## src/rtl/clk_ctl_defs.svh

```systemverilog
// Offsets, field positions, reset values and timing counts of the clock controller
`ifndef CLK_CTL_DEFS_SVH
`define CLK_CTL_DEFS_SVH
`define ADDR_TUNE 4'h0
`define ADDR_CTL1 4'h1
`define ADDR_CTL2 4'h2
`define ADDR_MODE 4'h3
`define ADDR_FAULT 4'h4
`define ADDR_STATUS 4'h5
`define TUNE_RESET 8'h60
`define CTL1_RESET 8'h84
`define CTL2_RESET 8'h00
`define MODE_RESET 8'h00
`define MOD_FRAME 6'h20
`define STEP_LSB 5
`define RANGE_LSB 0
`define AUX_DIV_LSB 4
`define XTAL1_HF_BIT 6
`define XTAL2_OFF_BIT 7
`define MAIN_SEL_LSB 6
`define MAIN_DIV_LSB 4
`define SUB_SEL_BIT 3
`define SUB_DIV_LSB 1
`define EXT_RES_BIT 0
`define DC_GEN_OFF_BIT 0
`define SUB_OFF_BIT 1
`define XTAL1_OFF_BIT 2
`define CORE_HALT_BIT 3
`define FAULT_FLAG_BIT 0
`define FAULT_IE_BIT 1
`define HAS_XTAL2 1'h1
`endif

```

## src/rtl/clk_ctl_pkg.sv

```systemverilog
// Types shared by the clock controller files
package clk_ctl_pkg;
  typedef enum logic [1:0] {SRC_TUNE, SRC_XTAL1, SRC_XTAL2} clk_src_t;
  typedef enum {SW_RUN, SW_FINISH, SW_WAIT_NEW} switch_state_t;
endpackage

```

## src/rtl/clk_ctl.sv

```systemverilog
// Clock source selection, tunable oscillator control and modulator
//
// Implementation choices: the address-and-strobe port and the register offsets.
`timescale 1ns/100ps
`include "clk_ctl_defs.svh"

module clk_ctl (
  // Clock and reset
  input wire logic clk,
  input wire logic reset,
  // Register port
  input wire logic [3:0] addr,
  input wire logic [7:0] wdata,
  input wire logic wr,
  input wire logic rd,
  output logic [7:0] rdata,
  // Oscillator pins
  input wire logic crystal1_clock,
  input wire logic crystal2_clock,
  input wire logic tunable_osc_clock,
  input wire logic osc_fault_a,
  input wire logic osc_fault_b,
  // Oscillator controls
  output logic tune_osc_en,
  output logic dc_gen_en,
  output logic ext_resistor,
  output logic [2:0] range_sel,
  output logic [2:0] osc_step,
  output logic crystal1_en,
  output logic crystal1_hf_sel,
  output logic crystal2_en,
  // Generated clocks and fault request
  output logic aux_clock,
  output logic main_clock,
  output logic sub_main_clock,
  output logic fault_nmi
);
  logic [2:0] step_sel;
  logic [4:0] mod_count;
  logic [1:0] aux_div;
  logic [1:0] main_src_sel;
  logic [1:0] main_div;
  logic sub_src_sel;
  logic [1:0] sub_div;
  logic dc_gen_off;
  logic sub_clock_off;
  logic crystal1_off;
  logic core_clock_halt;
  logic crystal2_off;
  logic osc_fault_flag;
  logic fault_ie;
  logic forced_tune;
  logic x1_lvl;
  logic x2_lvl;
  logic tune_lvl;
  logic fa_lvl;
  logic fb_lvl;
  logic tune_prev;
  logic x1_prev;
  logic tune_rise;
  logic x1_rise;
  logic [4:0] frame_pos;
  logic [2:0] aux_cnt;
  logic [1:0] aux_cur_div;
  logic main_needs_tune;
  logic sub_needs_tune;
  logic main_fault;
  logic x1_fault;
  logic fault_any;
  logic use_next;
  clk_ctl_pkg::clk_src_t main_sel;
  clk_ctl_pkg::clk_src_t sub_sel;
  clk_ctl_pkg::clk_src_t main_cur;
  clk_ctl_pkg::clk_src_t sub_cur;
  logic main_raw;
  logic sub_raw;

  pin_sync u_x1 (.clk(clk), .reset(reset), .pin(crystal1_clock), .level(x1_lvl));
  pin_sync u_x2 (.clk(clk), .reset(reset), .pin(crystal2_clock), .level(x2_lvl));
  pin_sync u_tune (.clk(clk), .reset(reset), .pin(tunable_osc_clock), .level(tune_lvl));
  pin_sync u_fa (.clk(clk), .reset(reset), .pin(osc_fault_a), .level(fa_lvl));
  pin_sync u_fb (.clk(clk), .reset(reset), .pin(osc_fault_b), .level(fb_lvl));

  // Source decode
  function automatic clk_ctl_pkg::clk_src_t main_decode(input logic [1:0] s);
    if (!s[1]) begin
      main_decode = clk_ctl_pkg::SRC_TUNE;
    end else if (s[0] || !`HAS_XTAL2) begin
      main_decode = clk_ctl_pkg::SRC_XTAL1;
    end else begin
      main_decode = clk_ctl_pkg::SRC_XTAL2;
    end
  endfunction

  // Crystal1 fault only detected in high-frequency mode
  assign x1_fault = fa_lvl && crystal1_hf_sel;
  assign fault_any = x1_fault || fb_lvl;
  assign main_fault = (main_decode(main_src_sel) == clk_ctl_pkg::SRC_XTAL1) ? x1_fault :
                      (main_decode(main_src_sel) == clk_ctl_pkg::SRC_XTAL2) ? fb_lvl : 1'h0;
  assign main_sel = forced_tune ? clk_ctl_pkg::SRC_TUNE : main_decode(main_src_sel);
  assign sub_sel = sub_src_sel ? (`HAS_XTAL2 ? clk_ctl_pkg::SRC_XTAL2 : clk_ctl_pkg::SRC_XTAL1)
                               : clk_ctl_pkg::SRC_TUNE;
  assign main_needs_tune = !core_clock_halt && main_sel == clk_ctl_pkg::SRC_TUNE;
  assign sub_needs_tune = !sub_clock_off && sub_sel == clk_ctl_pkg::SRC_TUNE;
  assign tune_rise = tune_lvl && !tune_prev;
  assign x1_rise = x1_lvl && !x1_prev;
  assign use_next = frame_pos < mod_count && step_sel != 3'h7;

  clk_switch_div u_main (.clk(clk), .reset(reset), .tune_lvl(tune_lvl), .xtal1_lvl(x1_lvl),
    .xtal2_lvl(x2_lvl), .sel(main_sel), .div(main_div), .gate_off(core_clock_halt),
    .src_dead(forced_tune), .clk_out(main_raw), .cur_src(main_cur));
  clk_switch_div u_sub (.clk(clk), .reset(reset), .tune_lvl(tune_lvl), .xtal1_lvl(x1_lvl),
    .xtal2_lvl(x2_lvl), .sel(sub_sel), .div(sub_div), .gate_off(sub_clock_off),
    .src_dead(1'h0), .clk_out(sub_raw), .cur_src(sub_cur));

  // Register writes; any field may change at any time
  always_ff @(posedge clk) begin
    if (reset) begin
      step_sel <= 3'(`TUNE_RESET >> `STEP_LSB);
      mod_count <= 5'h00;
      range_sel <= 3'(`CTL1_RESET >> `RANGE_LSB);
      aux_div <= 2'h0;
      crystal1_hf_sel <= 1'h0;
      crystal2_off <= 1'h1;
      main_src_sel <= 2'h0;
      main_div <= 2'h0;
      sub_src_sel <= 1'h0;
      sub_div <= 2'h0;
      ext_resistor <= 1'h0;
      dc_gen_off <= 1'h0;
      sub_clock_off <= 1'h0;
      crystal1_off <= 1'h0;
      core_clock_halt <= 1'h0;
      fault_ie <= 1'h0;
    end else if (wr) begin
      case (addr)
        `ADDR_TUNE: begin
          step_sel <= wdata[`STEP_LSB+2:`STEP_LSB];
          mod_count <= wdata[4:0];
        end
        `ADDR_CTL1: begin
          range_sel <= wdata[`RANGE_LSB+2:`RANGE_LSB];
          aux_div <= wdata[`AUX_DIV_LSB+1:`AUX_DIV_LSB];
          crystal1_hf_sel <= wdata[`XTAL1_HF_BIT];
          crystal2_off <= wdata[`XTAL2_OFF_BIT];
        end
        `ADDR_CTL2: begin
          main_src_sel <= wdata[`MAIN_SEL_LSB+1:`MAIN_SEL_LSB];
          main_div <= wdata[`MAIN_DIV_LSB+1:`MAIN_DIV_LSB];
          sub_src_sel <= wdata[`SUB_SEL_BIT];
          sub_div <= wdata[`SUB_DIV_LSB+1:`SUB_DIV_LSB];
          ext_resistor <= wdata[`EXT_RES_BIT];
        end
        `ADDR_MODE: begin
          dc_gen_off <= wdata[`DC_GEN_OFF_BIT];
          sub_clock_off <= wdata[`SUB_OFF_BIT];
          crystal1_off <= wdata[`XTAL1_OFF_BIT];
          core_clock_halt <= wdata[`CORE_HALT_BIT];
        end
        `ADDR_FAULT: begin
          fault_ie <= wdata[`FAULT_IE_BIT];
        end
        default: begin
        end
      endcase
    end
  end

  // Fault flag: a live fault sets it and wins over a software clear
  always_ff @(posedge clk) begin
    if (reset) begin
      osc_fault_flag <= 1'h1;
    end else if (fault_any) begin
      osc_fault_flag <= 1'h1;
    end else if (wr && addr == `ADDR_FAULT && !wdata[`FAULT_FLAG_BIT]) begin
      osc_fault_flag <= 1'h0;
    end
  end

  // Forced fallback holds until software selects the tunable oscillator itself
  always_ff @(posedge clk) begin
    if (reset) begin
      forced_tune <= 1'h0;
    end else if (main_fault) begin
      forced_tune <= 1'h1;
    end else if (main_decode(main_src_sel) == clk_ctl_pkg::SRC_TUNE) begin
      forced_tune <= 1'h0;
    end
  end

  always_ff @(posedge clk) begin
    if (reset) begin
      fault_nmi <= 1'h0;
    end else begin
      fault_nmi <= osc_fault_flag && fault_ie;
    end
  end

  // Oscillator enables
  always_ff @(posedge clk) begin
    if (reset) begin
      tune_osc_en <= 1'h1;
      dc_gen_en <= 1'h1;
      crystal1_en <= 1'h1;
      crystal2_en <= 1'h0;
    end else begin
      tune_osc_en <= main_needs_tune || sub_needs_tune || main_cur == clk_ctl_pkg::SRC_TUNE
                     && !core_clock_halt || sub_cur == clk_ctl_pkg::SRC_TUNE && !sub_clock_off;
      dc_gen_en <= !dc_gen_off || main_needs_tune || sub_needs_tune;
      crystal1_en <= !crystal1_off || main_sel == clk_ctl_pkg::SRC_XTAL1 && !core_clock_halt
                     || sub_sel == clk_ctl_pkg::SRC_XTAL1 && !sub_clock_off;
      crystal2_en <= !crystal2_off || main_sel == clk_ctl_pkg::SRC_XTAL2 && !core_clock_halt
                     || sub_sel == clk_ctl_pkg::SRC_XTAL2 && !sub_clock_off;
    end
  end

  // Modulator: one decision per oscillator cycle across a 32-cycle frame
  always_ff @(posedge clk) begin
    if (reset) begin
      tune_prev <= 1'h0;
      frame_pos <= 5'h00;
      osc_step <= 3'(`TUNE_RESET >> `STEP_LSB);
    end else begin
      tune_prev <= tune_lvl;
      if (tune_rise) begin
        frame_pos <= 5'(frame_pos + 5'h01);
        osc_step <= use_next ? 3'(step_sel + 3'h1) : step_sel;
      end
    end
  end

  // Aux divider counts crystal1 rising edges
  always_ff @(posedge clk) begin
    if (reset) begin
      x1_prev <= 1'h0;
      aux_cnt <= 3'h0;
      aux_cur_div <= 2'h0;
      aux_clock <= 1'h0;
    end else begin
      x1_prev <= x1_lvl;
      if (x1_rise) begin
        if (aux_cnt == 3'h0 || aux_cur_div == 2'h0) begin
          aux_cur_div <= aux_div;
        end
        aux_cnt <= (aux_cur_div == 2'h0) ? 3'h0 :
                   3'(aux_cnt + 3'h1) & 3'((4'h1 << aux_cur_div) - 4'h1);
      end
      aux_clock <= (aux_cur_div == 2'h0) ? x1_lvl : !aux_cnt[aux_cur_div - 2'h1];
    end
  end

  always_ff @(posedge clk) begin
    if (reset) begin
      main_clock <= 1'h0;
      sub_main_clock <= 1'h0;
    end else begin
      main_clock <= main_raw;
      sub_main_clock <= sub_raw;
    end
  end

  always_ff @(posedge clk) begin
    if (reset) begin
      rdata <= 8'h00;
    end else if (rd) begin
      case (addr)
        `ADDR_TUNE: rdata <= {step_sel, mod_count};
        `ADDR_CTL1: rdata <= {crystal2_off, crystal1_hf_sel, aux_div, 1'h0, range_sel};
        `ADDR_CTL2: rdata <= {main_src_sel, main_div, sub_src_sel, sub_div, ext_resistor};
        `ADDR_MODE: rdata <= {4'h0, core_clock_halt, crystal1_off, sub_clock_off, dc_gen_off};
        `ADDR_FAULT: rdata <= {6'h00, fault_ie, osc_fault_flag};
        `ADDR_STATUS: rdata <= {1'h0, forced_tune, 2'(sub_cur), 2'(main_cur), dc_gen_en,
                                tune_osc_en};
        default: rdata <= 8'h00;
      endcase
    end else begin
      rdata <= 8'h00;
    end
  end
endmodule

```

## src/rtl/clk_switch_div.sv

```systemverilog
// Glitch-free source switch with a power-of-two divider and a gate
`timescale 1ns/100ps
module clk_switch_div (
  // Clock and reset
  input wire logic clk,
  input wire logic reset,
  // Synchronised source levels
  input wire logic tune_lvl,
  input wire logic xtal1_lvl,
  input wire logic xtal2_lvl,
  // Control
  input wire clk_ctl_pkg::clk_src_t sel,
  input wire logic [1:0] div,
  input wire logic gate_off,
  input wire logic src_dead,
  // Output clock
  output logic clk_out,
  output clk_ctl_pkg::clk_src_t cur_src
);
  clk_ctl_pkg::switch_state_t state;
  logic [1:0] cur_div;
  logic [2:0] cnt;
  logic src_lvl;
  logic src_prev;
  logic new_lvl;
  logic new_prev;
  logic src_rise;
  logic new_rise;
  logic div_hi;
  logic div_wrap;
  logic leave_old;

  function automatic logic pick(input clk_ctl_pkg::clk_src_t s, input logic a,
                                input logic b, input logic c);
    case (s)
      clk_ctl_pkg::SRC_XTAL1: pick = b;
      clk_ctl_pkg::SRC_XTAL2: pick = c;
      default: pick = a;
    endcase
  endfunction

  // Divided period ends on the source rise that wraps the count back to zero
  function automatic logic [2:0] wrap_mask(input logic [1:0] d);
    wrap_mask = 3'((4'h1 << d) - 4'h1);
  endfunction

  assign src_lvl = pick(cur_src, tune_lvl, xtal1_lvl, xtal2_lvl);
  assign new_lvl = pick(sel, tune_lvl, xtal1_lvl, xtal2_lvl);
  assign src_rise = src_lvl && !src_prev;
  assign new_rise = new_lvl && !new_prev;
  assign div_hi = (cur_div == 2'h0) ? src_lvl : !cnt[cur_div - 2'h1];
  assign div_wrap = src_rise && cnt == wrap_mask(cur_div);
  // A dead old source never rises, so the finish step is skipped
  assign leave_old = div_wrap || src_dead;

  always_ff @(posedge clk) begin
    if (reset) begin
      src_prev <= 1'h0;
      new_prev <= 1'h0;
    end else begin
      // Track the incoming source while waiting so the handover sees no false rise
      src_prev <= (state == clk_ctl_pkg::SW_WAIT_NEW) ? new_lvl : src_lvl;
      new_prev <= new_lvl;
    end
  end

  always_ff @(posedge clk) begin
    if (reset) begin
      state <= clk_ctl_pkg::SW_RUN;
      cur_src <= clk_ctl_pkg::SRC_TUNE;
    end else begin
      case (state)
        clk_ctl_pkg::SW_RUN: begin
          if (sel != cur_src) begin
            state <= clk_ctl_pkg::SW_FINISH;
          end
        end
        clk_ctl_pkg::SW_FINISH: begin
          if (leave_old) begin
            state <= clk_ctl_pkg::SW_WAIT_NEW;
          end
        end
        clk_ctl_pkg::SW_WAIT_NEW: begin
          if (new_rise) begin
            cur_src <= sel;
            state <= clk_ctl_pkg::SW_RUN;
          end
        end
        default: state <= clk_ctl_pkg::SW_RUN;
      endcase
    end
  end

  // Divider counts source rising edges; ratio loads only at a period boundary
  always_ff @(posedge clk) begin
    if (reset) begin
      cnt <= 3'h0;
      cur_div <= 2'h0;
    end else if (state == clk_ctl_pkg::SW_WAIT_NEW) begin
      cnt <= 3'h0;
    end else if (src_rise) begin
      if (cnt == 3'h0 || cur_div == 2'h0) begin
        cur_div <= div;
      end
      cnt <= (cur_div == 2'h0) ? 3'h0 : 3'(cnt + 3'h1) & wrap_mask(cur_div);
    end
  end

  always_ff @(posedge clk) begin
    if (reset) begin
      clk_out <= 1'h0;
    end else if (gate_off) begin
      clk_out <= 1'h0;
    end else if (state == clk_ctl_pkg::SW_WAIT_NEW
                 || (state == clk_ctl_pkg::SW_FINISH && leave_old)) begin
      clk_out <= 1'h1;
    end else begin
      clk_out <= div_hi;
    end
  end
endmodule

```

## src/rtl/pin_sync.sv

```systemverilog
// Three-stage synchroniser; output changes once stages two and three agree
`timescale 1ns/100ps
module pin_sync (
  // Clock and reset
  input wire logic clk,
  input wire logic reset,
  // Pin in, clean level out
  input wire logic pin,
  output logic level
);
  logic s1;
  logic s2;
  logic s3;

  always_ff @(posedge clk) begin
    if (reset) begin
      s1 <= 1'h0;
      s2 <= 1'h0;
      s3 <= 1'h0;
    end else begin
      s1 <= pin;
      s2 <= s1;
      s3 <= s2;
    end
  end

  always_ff @(posedge clk) begin
    if (reset) begin
      level <= 1'h0;
    end else if (s2 == s3) begin
      level <= s3;
    end
  end
endmodule

```

## config.mk

```make
export PLATFORM = sky130hd
export DESIGN_NAME = clk_ctl
export DESIGN_NICKNAME = d
export VERILOG_FILES = /design/src/rtl/clk_ctl_pkg.sv /design/src/rtl/clk_ctl.sv /design/src/rtl/clk_switch_div.sv /design/src/rtl/pin_sync.sv
export VERILOG_INCLUDE_DIRS = /design/src /design/src/rtl
export SDC_FILE = /design/constraint.sdc
export NUM_CORES = 1
export LEC_CHECK = 0
export ABC_AREA = 1
export ABC_CLOCK_PERIOD_IN_PS = 2250
export BUFFER_PORTS_ARGS = -buffer_cell sky130_fd_sc_hd__buf_2
export CORE_MARGIN = 10
export CORE_UTILIZATION = 43
export CTS_CLUSTER_DIAMETER = 40
export DETAILED_ROUTE_END_ITERATION = 7
export GPL_TIMING_DRIVEN = 0
export SETUP_SLACK_MARGIN = 0.3
export SLEW_MARGIN = 0
export SYNTH_ARGS = -nofsm -noshare
export SYNTH_HDL_FRONTEND = slang
export SYNTH_HIERARCHICAL = 1
export SYNTH_SLANG_ARGS = --single-unit
```

## constraint.sdc

```tcl
create_clock -name clk -period 2.25 [get_ports clk]
set_input_delay 0.45 -clock clk [delete_from_list [all_inputs] [get_ports clk]]
set_output_delay 0.45 -clock clk [all_outputs]
set_load 0.01 [all_outputs]
```

==> metrics <==
vias per inst 5.01; grt ovf 0; Worst R2R End u_main/cur_src[0]; Total Routing Usage GR 15.1%; root buffer cell clkbuf_16; HP Class in -> reg; Final Skew 13.0 ps; max-slew violations 0; Yosys reg bits 105; setup TNS 0 ps; Non-Filler Instances 871; worst reg-to-reg path cell count 12; largest cells by area after synthesis dfxtp_1, ha_1, inv_1, nand2_1, a21oi_1; FF-to-FF setup slack 420 ps; WL final 12000 um; Die X 128 um; Max Clk Rate 547 MHz; Longest Clk Path Bufs 2; Required @ worst endpoint 2460 ps; Hold Path Sink u_x1/s1; status completed; core box area 0.0114 mm2; routability cong. 0.858; CTS tree built; Synth Warn # 6; EDFF count, synth 0; Unique masters post-synth 34; ys flop type dfxtp_1; vias in the first global route 4250; DPL Wire Length 9090 um; IO Count 45; Max FO, Critical Path 4; Synth area leader dfxtp_1; Area Growth Syn to Fin 15.3%; Worst setup EP type flip-flop; CP startpoint kind flip-flop; count of final setup violators 0; Synth Cell Area 0.00501 mm2; Initial Util 43.9%; HP Start crystal1_clock; Critical-path top delay cell dfxtp_1; layout net count 776; ys async rst share 0%; htree depth 3; first-pass GRT wire length 20300 um; clock latency on the worst-skew pair 360 ps; IO Port Bufs 44; Rows 39; diode count 0; register area share after synthesis 41.9%; Die Y 128 um; placed cells 854; period utilization 81.2%; reg-to-reg critical path startpoint forced_tune; Leakage 2.41 nW; most common cell in the netlist dfxtp_1; Num CTS Buffers 9; # fillers 1157; cells after synthesis 663; WHS Path Cells 3; Clk pin slew, worst setup/hold paths 70 ps; area of the die 0.0164 mm2; RSZ-0062 raised after global routing false; Critical Path Source forced_tune; Slew HR 53.6%; Clock Sinks 105; WL/cell 13.8 um; Max IR drop VDD 0.000570 V; Critical Path, Cell by Cell nor2_2 > inv_2 > nor2_4 > inv_1 > ha_1 > inv_1 > nand3_1 > o21ai_2 > nor2_2 > nand2_1 > nand2_1 > a21oi_1; hold_buf cts 0; largest net degree at the start of global routing 38; Worst EP arrival 2030 ps; DRC violation count after routing 0; top cells by count, synth dfxtp_1, inv_1, nand2_1; Avg Cell Area, Syn 7.56 um2; Crit Path Class reg -> reg; Worst-Margin Slew 696 ps; vias 4362; pwr dens 665 mW/mm2; Period minus WS final 1830 ps; max_cap viols 0; share of cells above drive strength 1 17.7%; max incr delay on CP 370 ps; antenna violations before repair 0; Detail Route Antenna Nets 0; First DRT Iteration DRCs 265; Fin. Hold Viols 0; Synth top area share 41.9%; DRT Pass-1 Iters 5
[through the flow]
step	util, %	total power [mW]	setup slack [ps]	instance area [um2]	hold slack (ps)
2_1_floorplan	-	2.10	602	5030	388
3_3_place_gp	47.5	2.18	220	5430	390
3_5_place_dp	47.5	2.19	184	5430	396
4_1_cts	50.4	3.88	361	5760	284
5_1_grt	50.6	3.98	298	5780	297
6_report	50.6	3.84	423	5780	296
[metal layers]
metal,routed length [um],vias up,GRT usage (%)
met4,191,0,4.57
li1,-,2250,-
met3,612,16,4.59
met2,5700,102,25.3
met5,0,-,0
met1,5540,1994,18.3
[final cells by class]
class                   count  area (um2)  area share, %
repair buffers             45         228           3.94
well taps                 143         179           3.10
multi-input cells         438        2460           42.5
plain buffers               8        52.6          0.910
clock buffers              12         267           4.61
flip-flops and latches    105        2100           36.4
inverters                 116         435           7.54
clock inverters             4        57.6          0.996
[sequential cells by signal, indices dropped and copies added, names as in the netlist, 2 cells and up]
signal          cells
rdata               8
frame_pos           5
mod_count           5
aux_cnt             3
osc_step            3
range_sel           3
step_sel            3
u_main/cnt          3
u_sub/cnt           3
aux_cur_div         2
aux_div             2
main_div            2
main_src_sel        2
sub_div             2
u_main/cur_div      2
u_main/cur_src      2
u_main/state        2
u_sub/cur_div       2
u_sub/cur_src       2
u_sub/state         2
[cell usage in the layout, fill, tap and decap left out, drive strengths merged, types with 17 or more instances in the layout]
master	netlist	layout
nand2	106	106
dfxtp	105	105
ha	32	32
a21oi	61	61
nor2	95	95
clkbuf	5	17
o21ai	54	54
nand3	44	44
buf	3	48
inv	116	118
[what timing repair did]
action                     4_1_cts  5_1_grt
pin swaps                        0        2
gates resized for setup          3        5
setup endpoints to repair        4        5
setup buffers                    0        1
[kinds of logic after synthesis]
logic type,after synthesis,synth area share [%]
other,1,0.0748
AO/OA/AOI/OAI,141,15.7
AND/OR/NAND/NOR,260,24.5
adder cells (fa/ha/maj),32,7.99
buffers and inverters,124,9.74
flip-flops,105,41.9
[worst max path at each step]
stage	to	slack [ps]	cells after the start
global placement	rdata[7]	220	5
detailed placement	aux_cnt[1]	180	5
finish	u_main/cur_src[0]	420	12
CTS	u_main/cur_src[1]	360	13
global route	u_main/cur_src[0]	300	12
floorplan	u_main/cur_src[0]	600	13
[critical path: cells and delay by family, from the launching register on]
kind | cells | cell delay [ps]
AO/OA/AOI/OAI | 2 | 140
adder cells (fa/ha/maj) | 1 | 270
buffers and inverters | 3 | 190
flip-flops | 1 | 370
AND/OR/NAND/NOR | 6 | 700
[report_power, final]
part | total [mW] | internal [mW] | switching (mW)
Sequential | 1.91 | 1.89 | 0.0193
Combinational | 0.236 | 0.0780 | 0.158
Clock | 1.69 | 0.966 | 0.727
Power figures use the tool's default switching activity.
